===== src/rtl/pdcc_pkg.sv =====
// Constants, field layout and helpers for the pin driver/compare control block
package pdcc_pkg;

  // ----------------------------------------
  // Register byte offsets
  // ----------------------------------------
  localparam logic [7:0] CTRL_OFS = 8'h00;
  localparam logic [7:0] CH0_CFG_OFS = 8'h04;
  localparam logic [7:0] CH1_CFG_OFS = 8'h08;
  localparam logic [7:0] STATUS_OFS = 8'h0C;
  localparam logic [7:0] TRIM_OFS_OFS = 8'h10;

  // ----------------------------------------
  // Field positions
  // ----------------------------------------
  localparam int CTRL_PAR_BIT = 0;
  localparam int CTRL_DIFF_BIT = 1;
  localparam int CFG_TRIM_LSB = 0;
  localparam int CFG_INV_BIT = 4;
  localparam int CFG_TERM_BIT = 5;
  localparam int CFG_W = 6;

  // ----------------------------------------
  // Reset values and trim scale
  // ----------------------------------------
  localparam logic [3:0] TRIM_RESET = 4'h8;
  localparam logic [15:0] TRIM_NOMINAL = 16'h0008;
  localparam logic [15:0] TRIM_STEP_MOHM = 16'h0168;
  localparam logic [CFG_W-1:0] CFG_RESET = {2'b00, TRIM_RESET};
  localparam logic [1:0] CTRL_RESET = 2'b00;

  // ----------------------------------------
  // Driver output selection, one-hot
  // ----------------------------------------
  typedef enum logic [3:0] {
    PDCC_DRV_LOW  = 4'b0001,
    PDCC_DRV_HIGH = 4'b0010,
    PDCC_DRV_TERM = 4'b0100,
    PDCC_DRV_HIZ  = 4'b1000
  } pdcc_drv_type;

  // Signed offset in milliohm, two's complement, for a trim code
  function automatic logic [15:0] pdcc_trim_mohm(input logic [3:0] code);
    logic [31:0] prod;
    prod = 32'({12'h000, code} - TRIM_NOMINAL) * 32'(TRIM_STEP_MOHM);
    return prod[15:0];
  endfunction

endpackage


===== src/rtl/pdcc_drive_channel.sv =====
// One channel of drive data steering, inversion and output selection
`timescale 1ns/10ps
module pdcc_drive_channel
  import pdcc_pkg::*;
(
  // Data sources
  input wire logic own_data_p,
  input wire logic own_data_n,
  input wire logic ch0_data_p,
  input wire logic ch0_data_n,
  input wire logic receive_select_input,
  // Settings
  input wire logic parallel_drive_select,
  input wire logic invert,
  input wire logic termination_select,
  // Driver controls
  output pdcc_drv_type drv_mode,
  output logic clamp_en
);

  // ----------------------------------------
  // Data path
  // ----------------------------------------
  // In parallel drive both channels follow the channel 0 pair
  wire logic sel_p = parallel_drive_select ? ch0_data_p : own_data_p;
  wire logic sel_n = parallel_drive_select ? ch0_data_n : own_data_n;
  // Inverting swaps the pair; per-channel so parallel mode can be complementary
  wire logic pair_p = invert ? sel_n : sel_p;
  wire logic pair_n = invert ? sel_p : sel_n;
  // Both legs decide: the bit is high only while the p leg is high and the n leg is low
  wire logic data_bit = pair_p & ~pair_n;

  // ----------------------------------------
  // Output selection
  // ----------------------------------------
  always_comb begin
    if (!receive_select_input) begin
      drv_mode = data_bit ? PDCC_DRV_HIGH : PDCC_DRV_LOW;
    end else begin
      drv_mode = termination_select ? PDCC_DRV_TERM : PDCC_DRV_HIZ;
    end
  end

  // Clamps only ever act while receiving in high impedance
  assign clamp_en = (drv_mode == PDCC_DRV_HIZ);

endmodule


===== src/rtl/pdcc_compare_route.sv =====
// Comparator result routing between window and differential modes
`timescale 1ns/10ps
module pdcc_compare_route (
  // Mode
  input wire logic diff_compare_select,
  // Per-channel window comparator inputs
  input wire logic [1:0] high_compare_in,
  input wire logic [1:0] low_compare_in,
  // Differential comparator inputs
  input wire logic diff_high_in,
  input wire logic diff_low_in,
  // Routed results
  output logic [1:0] high_compare_result,
  output logic [1:0] low_compare_result
);

  // ----------------------------------------
  // Routing
  // ----------------------------------------
  // Purely combinational so results keep the analog edge timing
  always_comb begin
    if (diff_compare_select) begin
      high_compare_result = {1'b1, diff_high_in};
      low_compare_result = {1'b1, diff_low_in};
    end else begin
      high_compare_result = high_compare_in;
      low_compare_result = low_compare_in;
    end
  end

endmodule


===== src/rtl/pdcc_top.sv =====
// Pin driver and comparator control with its AHB-Lite register slave
`timescale 1ns/10ps
module pdcc_top
  import pdcc_pkg::*;
(
  // Clock and reset
  input wire logic hclk,
  input wire logic hresetn,
  // AHB-Lite slave
  input wire logic hsel,
  input wire logic [31:0] haddr,
  input wire logic [1:0] htrans,
  input wire logic hwrite,
  input wire logic [2:0] hsize,
  input wire logic [31:0] hwdata,
  input wire logic hready,
  output logic hreadyout,
  output logic [31:0] hrdata,
  output logic hresp,
  // Formatter inputs
  input wire logic [1:0] drive_data_p,
  input wire logic [1:0] drive_data_n,
  input wire logic [1:0] receive_select_input,
  // Analog comparator crossings
  input wire logic [1:0] high_compare_in,
  input wire logic [1:0] low_compare_in,
  input wire logic diff_high_in,
  input wire logic diff_low_in,
  // Driver controls
  output pdcc_drv_type drv_mode0,
  output pdcc_drv_type drv_mode1,
  output logic [1:0] clamp_en,
  output logic [3:0] output_resistance_trim0,
  output logic [3:0] output_resistance_trim1,
  // Comparator results
  output logic [1:0] high_compare_result,
  output logic [1:0] low_compare_result
);

  // ----------------------------------------
  // Declarations
  // ----------------------------------------
  logic [1:0] ctrl_r;
  logic [1:0] ctrl_nxt;
  logic [CFG_W-1:0] ch0_cfg_r;
  logic [CFG_W-1:0] ch0_cfg_nxt;
  logic [CFG_W-1:0] ch1_cfg_r;
  logic [CFG_W-1:0] ch1_cfg_nxt;
  logic wr_pend_r;
  logic [7:0] wr_addr_r;
  logic [31:0] hrdata_r;
  logic [3:0] trim0_r;
  logic [3:0] trim1_r;
  logic [3:0] cmp_s1_r;
  logic [3:0] cmp_s2_r;
  logic [3:0] cmp_s3_r;
  logic [3:0] cmp_stable_r;
  logic [3:0] cmp_raw;
  pdcc_drv_type mode0;
  pdcc_drv_type mode1;
  logic [1:0] clamp;

  // ----------------------------------------
  // Bus decode
  // ----------------------------------------
  // Only NONSEQ and SEQ carry a transfer; BUSY and IDLE are dropped
  wire logic addr_phase = hsel & htrans[1] & hready;
  wire logic wr_take = addr_phase & hwrite;
  wire logic rd_take = addr_phase & ~hwrite;
  wire logic [7:0] word_addr = {haddr[7:2], 2'b00};
  wire logic addr_in_map = (haddr[31:8] == 24'h00_0000);

  function automatic logic hit(input logic [7:0] a, input logic [7:0] ofs);
    return a == ofs;
  endfunction

  wire logic wr_ctrl = wr_pend_r & hit(wr_addr_r, CTRL_OFS);
  wire logic wr_ch0 = wr_pend_r & hit(wr_addr_r, CH0_CFG_OFS);
  wire logic wr_ch1 = wr_pend_r & hit(wr_addr_r, CH1_CFG_OFS);

  // ----------------------------------------
  // Bus phase tracking
  // ----------------------------------------
  // A write lands in its data phase, when hwdata is valid
  always_ff @(posedge hclk or negedge hresetn) begin
    if (!hresetn) begin
      wr_pend_r <= 1'b0;
      wr_addr_r <= 8'h00;
    end else begin
      wr_pend_r <= wr_take & addr_in_map;
      wr_addr_r <= word_addr;
    end
  end

  // ----------------------------------------
  // Settings registers
  // ----------------------------------------
  assign ctrl_nxt = wr_ctrl ? hwdata[1:0] : ctrl_r;
  assign ch0_cfg_nxt = wr_ch0 ? hwdata[CFG_W-1:0] : ch0_cfg_r;
  assign ch1_cfg_nxt = wr_ch1 ? hwdata[CFG_W-1:0] : ch1_cfg_r;

  // All settings clear on reset; trim returns to the nominal code
  always_ff @(posedge hclk or negedge hresetn) begin
    if (!hresetn) begin
      ctrl_r <= CTRL_RESET;
      ch0_cfg_r <= CFG_RESET;
      ch1_cfg_r <= CFG_RESET;
    end else begin
      ctrl_r <= ctrl_nxt;
      ch0_cfg_r <= ch0_cfg_nxt;
      ch1_cfg_r <= ch1_cfg_nxt;
    end
  end

  wire logic parallel_drive_select = ctrl_r[CTRL_PAR_BIT];
  wire logic diff_compare_select = ctrl_r[CTRL_DIFF_BIT];
  wire logic [3:0] ch0_trim = ch0_cfg_r[CFG_TRIM_LSB +: 4];
  wire logic [3:0] ch1_trim = ch1_cfg_r[CFG_TRIM_LSB +: 4];

  // ----------------------------------------
  // Trim outputs
  // ----------------------------------------
  // Registered copy keeps the analog trim lines glitch free
  always_ff @(posedge hclk or negedge hresetn) begin
    if (!hresetn) begin
      trim0_r <= TRIM_RESET;
      trim1_r <= TRIM_RESET;
    end else begin
      trim0_r <= ch0_cfg_nxt[CFG_TRIM_LSB +: 4];
      trim1_r <= ch1_cfg_nxt[CFG_TRIM_LSB +: 4];
    end
  end

  assign output_resistance_trim0 = trim0_r;
  assign output_resistance_trim1 = trim1_r;

  // ----------------------------------------
  // Drive channels
  // ----------------------------------------
  pdcc_drive_channel u_drv0 (
    .own_data_p(drive_data_p[0]),
    .own_data_n(drive_data_n[0]),
    .ch0_data_p(drive_data_p[0]),
    .ch0_data_n(drive_data_n[0]),
    .receive_select_input(receive_select_input[0]),
    .parallel_drive_select(parallel_drive_select),
    .invert(ch0_cfg_r[CFG_INV_BIT]),
    .termination_select(ch0_cfg_r[CFG_TERM_BIT]),
    .drv_mode(mode0),
    .clamp_en(clamp[0])
  );

  pdcc_drive_channel u_drv1 (
    .own_data_p(drive_data_p[1]),
    .own_data_n(drive_data_n[1]),
    .ch0_data_p(drive_data_p[0]),
    .ch0_data_n(drive_data_n[0]),
    .receive_select_input(receive_select_input[1]),
    .parallel_drive_select(parallel_drive_select),
    .invert(ch1_cfg_r[CFG_INV_BIT]),
    .termination_select(ch1_cfg_r[CFG_TERM_BIT]),
    .drv_mode(mode1),
    .clamp_en(clamp[1])
  );

  // Drive path stays combinational: a clock stage would skew pin timing
  assign drv_mode0 = mode0;
  assign drv_mode1 = mode1;
  assign clamp_en = clamp;

  // ----------------------------------------
  // Comparator routing
  // ----------------------------------------
  // Each channel brings its own high and low crossing bits
  pdcc_compare_route u_cmp (
    .diff_compare_select(diff_compare_select),
    .high_compare_in(high_compare_in),
    .low_compare_in(low_compare_in),
    .diff_high_in(diff_high_in),
    .diff_low_in(diff_low_in),
    .high_compare_result(high_compare_result),
    .low_compare_result(low_compare_result)
  );

  // ----------------------------------------
  // Status synchroniser
  // ----------------------------------------
  // Software sees the routed results; they are async to hclk
  assign cmp_raw = {low_compare_result[1], high_compare_result[1],
                    low_compare_result[0], high_compare_result[0]};

  always_ff @(posedge hclk or negedge hresetn) begin
    if (!hresetn) begin
      cmp_s1_r <= 4'h0;
      cmp_s2_r <= 4'h0;
      cmp_s3_r <= 4'h0;
      cmp_stable_r <= 4'h0;
    end else begin
      cmp_s1_r <= cmp_raw;
      cmp_s2_r <= cmp_s1_r;
      cmp_s3_r <= cmp_s2_r;
      for (int i = 0; i < 4; i++) begin
        if (cmp_s2_r[i] == cmp_s3_r[i]) begin
          cmp_stable_r[i] <= cmp_s3_r[i];
        end
      end
    end
  end

  // ----------------------------------------
  // Read data
  // ----------------------------------------
  // Uses next values so a read right after a write sees the new data
  wire logic [31:0] rd_ctrl = {30'h0000_0000, ctrl_nxt};
  wire logic [31:0] rd_ch0 = {26'h000_0000, ch0_cfg_nxt};
  wire logic [31:0] rd_ch1 = {26'h000_0000, ch1_cfg_nxt};
  wire logic [31:0] rd_status = {18'h0_0000, clamp, mode1, mode0, cmp_stable_r};
  wire logic [31:0] rd_trim = {pdcc_trim_mohm(ch1_cfg_nxt[CFG_TRIM_LSB +: 4]),
                               pdcc_trim_mohm(ch0_cfg_nxt[CFG_TRIM_LSB +: 4])};

  // Unmapped addresses read zero and still answer OKAY
  wire logic [31:0] rd_mux =
    !addr_in_map ? 32'h0000_0000 :
    hit(word_addr, CTRL_OFS) ? rd_ctrl :
    hit(word_addr, CH0_CFG_OFS) ? rd_ch0 :
    hit(word_addr, CH1_CFG_OFS) ? rd_ch1 :
    hit(word_addr, STATUS_OFS) ? rd_status :
    hit(word_addr, TRIM_OFS_OFS) ? rd_trim : 32'h0000_0000;

  always_ff @(posedge hclk or negedge hresetn) begin
    if (!hresetn) begin
      hrdata_r <= 32'h0000_0000;
    end else if (rd_take) begin
      hrdata_r <= rd_mux;
    end
  end

  // Zero wait states; a new read is captured each address phase
  assign hrdata = hrdata_r;
  assign hreadyout = 1'b1;
  assign hresp = 1'b0;

  // hsize is accepted but only whole-word access is meaningful here
  wire logic unused_size = ^hsize;

endmodule


===== config.mk =====
export PLATFORM = sky130hd
export DESIGN_NAME = pdcc_top
export DESIGN_NICKNAME = d
export VERILOG_FILES = /design/src/rtl/pdcc_pkg.sv /design/src/rtl/pdcc_drive_channel.sv /design/src/rtl/pdcc_compare_route.sv /design/src/rtl/pdcc_top.sv
export SDC_FILE = /design/constraint.sdc
export NUM_CORES = 1
export LEC_CHECK = 0
export CORE_MARGIN = 2
export CORE_UTILIZATION = 70
export CTS_BUF_LIST = sky130_fd_sc_hd__clkbuf_4 sky130_fd_sc_hd__clkbuf_8
export DETAILED_ROUTE_END_ITERATION = 10
export DONT_BUFFER_PORTS = 1
export GPL_TIMING_DRIVEN = 0
export MAX_ROUTING_LAYER = met4
export PLACE_DENSITY_LB_ADDON = 0.15
export SYNTH_ARGS = -nofsm -noshare
export SYNTH_HDL_FRONTEND = slang
export SYNTH_HIERARCHICAL = 1
export SYNTH_SLANG_ARGS = --single-unit

===== constraint.sdc =====
create_clock -name hclk -period 7.8 [get_ports hclk]
set_input_delay 1.17 -clock hclk [delete_from_list [all_inputs] [get_ports hclk]]
set_output_delay 1.17 -clock hclk [all_outputs]
set_load 0.01 [all_outputs]

==> run summary <==
clock power share: 0.390
DRC viols: 0
peak supply drop: 0.148 mV
HP Class: flip-flop to flip-flop
Slew Limit Headroom: 0.100
Setup TNS Final: 0 ns
ant diodes: 0
Max Cap Viol: 0
CP Class: flip-flop to flip-flop
Seq/Total Area, Yosys: 0.424
Core Area: 5440 um^2
CP Max Fanout: 9
WL/cell: 19.3 um
FMAX: 192 MHz
worst setup slack after layout: 2.60 ns
Sequential Power Share: 0.439
Power Internal: 607 uW
Synth-to-Final Area Change: 8.28%
largest net degree at the start of global routing: 67
fin util: 0.776
status: finished clean
Worst-Skew Late Latency: 0.34 ns
Reg clk slew, reported paths: 0.07 ns
EDFF count, synth: 0
gr usage total: 0.322
Post-Synthesis Cells: 373
routed vias/inst: 6.28
post-CTS sizing: 0
Leak Pwr: 0.00195 uW
Slew Limit Fails: 0
Die ar.: 6180 um^2
DR pass1 iterations: 4
Synth area leader: dfrtp_1
drt total wl: 8.92 mm
share of cells above drive strength 1: 0.130
root buffer cell: clkbuf_8
nets: 513
post-synthesis async set-or-reset flop share: 1.00
Synth top area share: 0.411
Slew @ Worst Pin: 1.34 ns
main flop type after synthesis: dfrtp_1
top-count cell post-synth: dfrtp_1
Critical Path Start Type: flip-flop
largest stage delay on the critical path: 0.65 ns
CTS tree: built
Fin. Hold Viols: 0
clk sink count: 66
Tcrit/Tclk final: 0.667
postcts setup bufs: 0
Pwr Total: 822 uW
Synth cell types: 50
ANT nets after route: 0
endpoints failing setup: 0
first-pass GRT wire length: 14.5 mm
CTS buffer count: 9
Setup crit end kind: flip-flop
flops & latches, synth: 66
initial drt markers: 251
crit path cell chain: or4b_4 -> or4b_4 -> buf_6 -> mux2i_1 -> ha_1 -> ha_1 -> inv_1 -> fa_1 -> inv_1 -> ha_1 -> inv_1 -> fa_1 -> nand2b_1 -> a21oi_1 -> o21bai_1 -> xor2_1 -> o21ai_0
DR vias: 2906
I/O Buffers: 0
Power Density: 195 nW/um^2
mean post-synth cell area: 10.5 um^2
Max clock buf depth: 2
hpwl dp: 6.89 mm
pre-CTS setup slack: 2.63 ns
minimum clock period: 5.20 ns
vias in the first global route: 3001
crit-path leading delay family: adder cells
Die Wd: 78.6 um
RSZ-0062 raised after global routing: no
hold-fix buffers at CTS: 0
global route total overflow: 0
Ports: 142
Final GP Congestion: 0.970
Initial Util: 0.717
critical path's slowest cell: mux2i_1
combinational share of power: 0.171
Bufs and invs on worst path: 4
top cells by area, synth: dfrtp_1 (41%), ha_1 (9.0%), fa_1 (6.2%)
arrival time of the worst setup path: 5.44 ns
Psw: 215 uW
Post-synth top cells: dfrtp_1 (64), inv_1 (34), nand2_1 (31), ha_1 (28), o21ai_0 (24)
Sw Share: 0.261
Ys Warns: 6
Rows: 27
antenna violations before repair: 0
final setup skew: 0.00627 ns
Post-Syn Area: 3900 um^2
CTS H-tree depth: 3
Req. time, crit path: 8.04 ns
chip height: 78.6 um
-- path summary, 6_finish.rpt --
path                                        start                      to  slack, ns  depth (start not counted)
hold / removal              cmp_s1_r[1]$_DFF_PN0_   cmp_s2_r[1]$_DFF_PN0_       0.35                          0
min in group asynchronous                 hresetn   cmp_s2_r[3]$_DFF_PN0_       0.52                          0
setup reg to reg           wr_addr_r[7]$_DFF_PN0_  hrdata[13]$_DFFE_PN0P_       2.60                         17
max in group asynchronous                 hresetn  ch0_cfg_r[3]$_DFF_PN1_       7.08                          0
setup / recovery           wr_addr_r[7]$_DFF_PN0_  hrdata[13]$_DFFE_PN0P_       2.60                         17
hold reg to reg             cmp_s1_r[1]$_DFF_PN0_   cmp_s2_r[1]$_DFF_PN0_       0.35                          0
-- worst reg2reg max path, delay by kind of cell (launching register included) --
family / cells / cell delay [ns]
xor+xnor: 1 / 0.15
mux: 1 / 0.66
flops: 1 / 0.39
buf+inv: 4 / 0.34
fa+ha+maj: 5 / 1.72
simple gates: 3 / 1.23
compound gates: 3 / 0.60
-- cell usage in the layout (no fill, tap or decap), types with 4 or more instances in the layout --
master	count
fa_1	12
and2_1	4
nand2b_1	5
o21ai_0	24
a22o_1	4
mux2_2	11
dfrtp_1	64
nor2b_1	5
clkbuf_1	8
buf_4	15
nand2_1	31
maj3_1	4
inv_1	34
nand3_1	10
ha_1	28
conb_1	5
and3b_1	5
a211oi_1	6
nor4_1	11
nor2_1	10
a21oi_1	13
a32oi_1	5
nor3b_1	4
xnor2_1	5
a21o_1	5
clkbuf_8	10
nand3b_1	4
-- per-stage QoR --
stage,std cells,cell area (um^2),hold WS (ns)
2_1_floorplan,376,3910,0.331
3_5_place_dp,448,4000,0.337
6_report,463,4220,0.351
5_1_grt,463,4220,0.367
3_3_place_gp,448,4000,0.332
4_1_cts,463,4220,0.354
-- layout make-up --
| cell class | instances | area, um^2 |
|---|---|---|
| multi-input cells | 252 | 1970 |
| flip-flops and latches | 66 | 1650 |
| fillers | 381 | 1220 |
| plain buffers | 24 | 154 |
| clock buffers | 11 | 145 |
| inverters | 34 | 128 |
| well taps | 72 | 90.1 |
| clock inverters | 4 | 76.3 |
-- registers in the layout (all words and copies together) (netlist names) --
register,flops
ctrl_r,2
wr_pend_r,1
output_resistance_trim0,3
ch0_cfg_r,3
wr_addr_r,6
cmp_s1_r,4
ch1_cfg_r,3
hrdata,29
cmp_stable_r,4
cmp_s2_r,4
output_resistance_trim1,3
cmp_s3_r,4
-- kinds of logic (layout without fill, tap and decap cells) --
group / count (synthesis) / after routing / synth area share
muxes: 15 / 15 / 0.0433
xor gates and xnor gates: 8 / 8 / 0.0180
AOI/OAI and AO/OA: 73 / 73 / 0.124
other: 2 / 5 / 0.00193
buffers and inverters: 58 / 73 / 0.0722
adders and majority gates: 44 / 44 / 0.162
DFF: 66 / 66 / 0.424
and+or+nand+nor: 107 / 107 / 0.155
-- metal layers --
layer  track usage  up-vias  wire, um
li1              -     1328         -
met1         0.416     1438      3760
met2         0.500      123      4240
met3        0.0690       17       752
met4         0.132        0       168
met5             -        -         0
-- power by group through the flow --
| stage | registers (uW) | clock network (uW) | logic [uW] |
|---|---|---|---|
| floorplan | 364 | 0 | 112 |
| global placement | 366 | 0 | 135 |
| detailed placement | 367 | 0 | 140 |
| CTS | 361 | 324 | 141 |
| global route | 362 | 339 | 161 |
| finish | 361 | 321 | 141 |
Power figures use the tool's default switching activity.
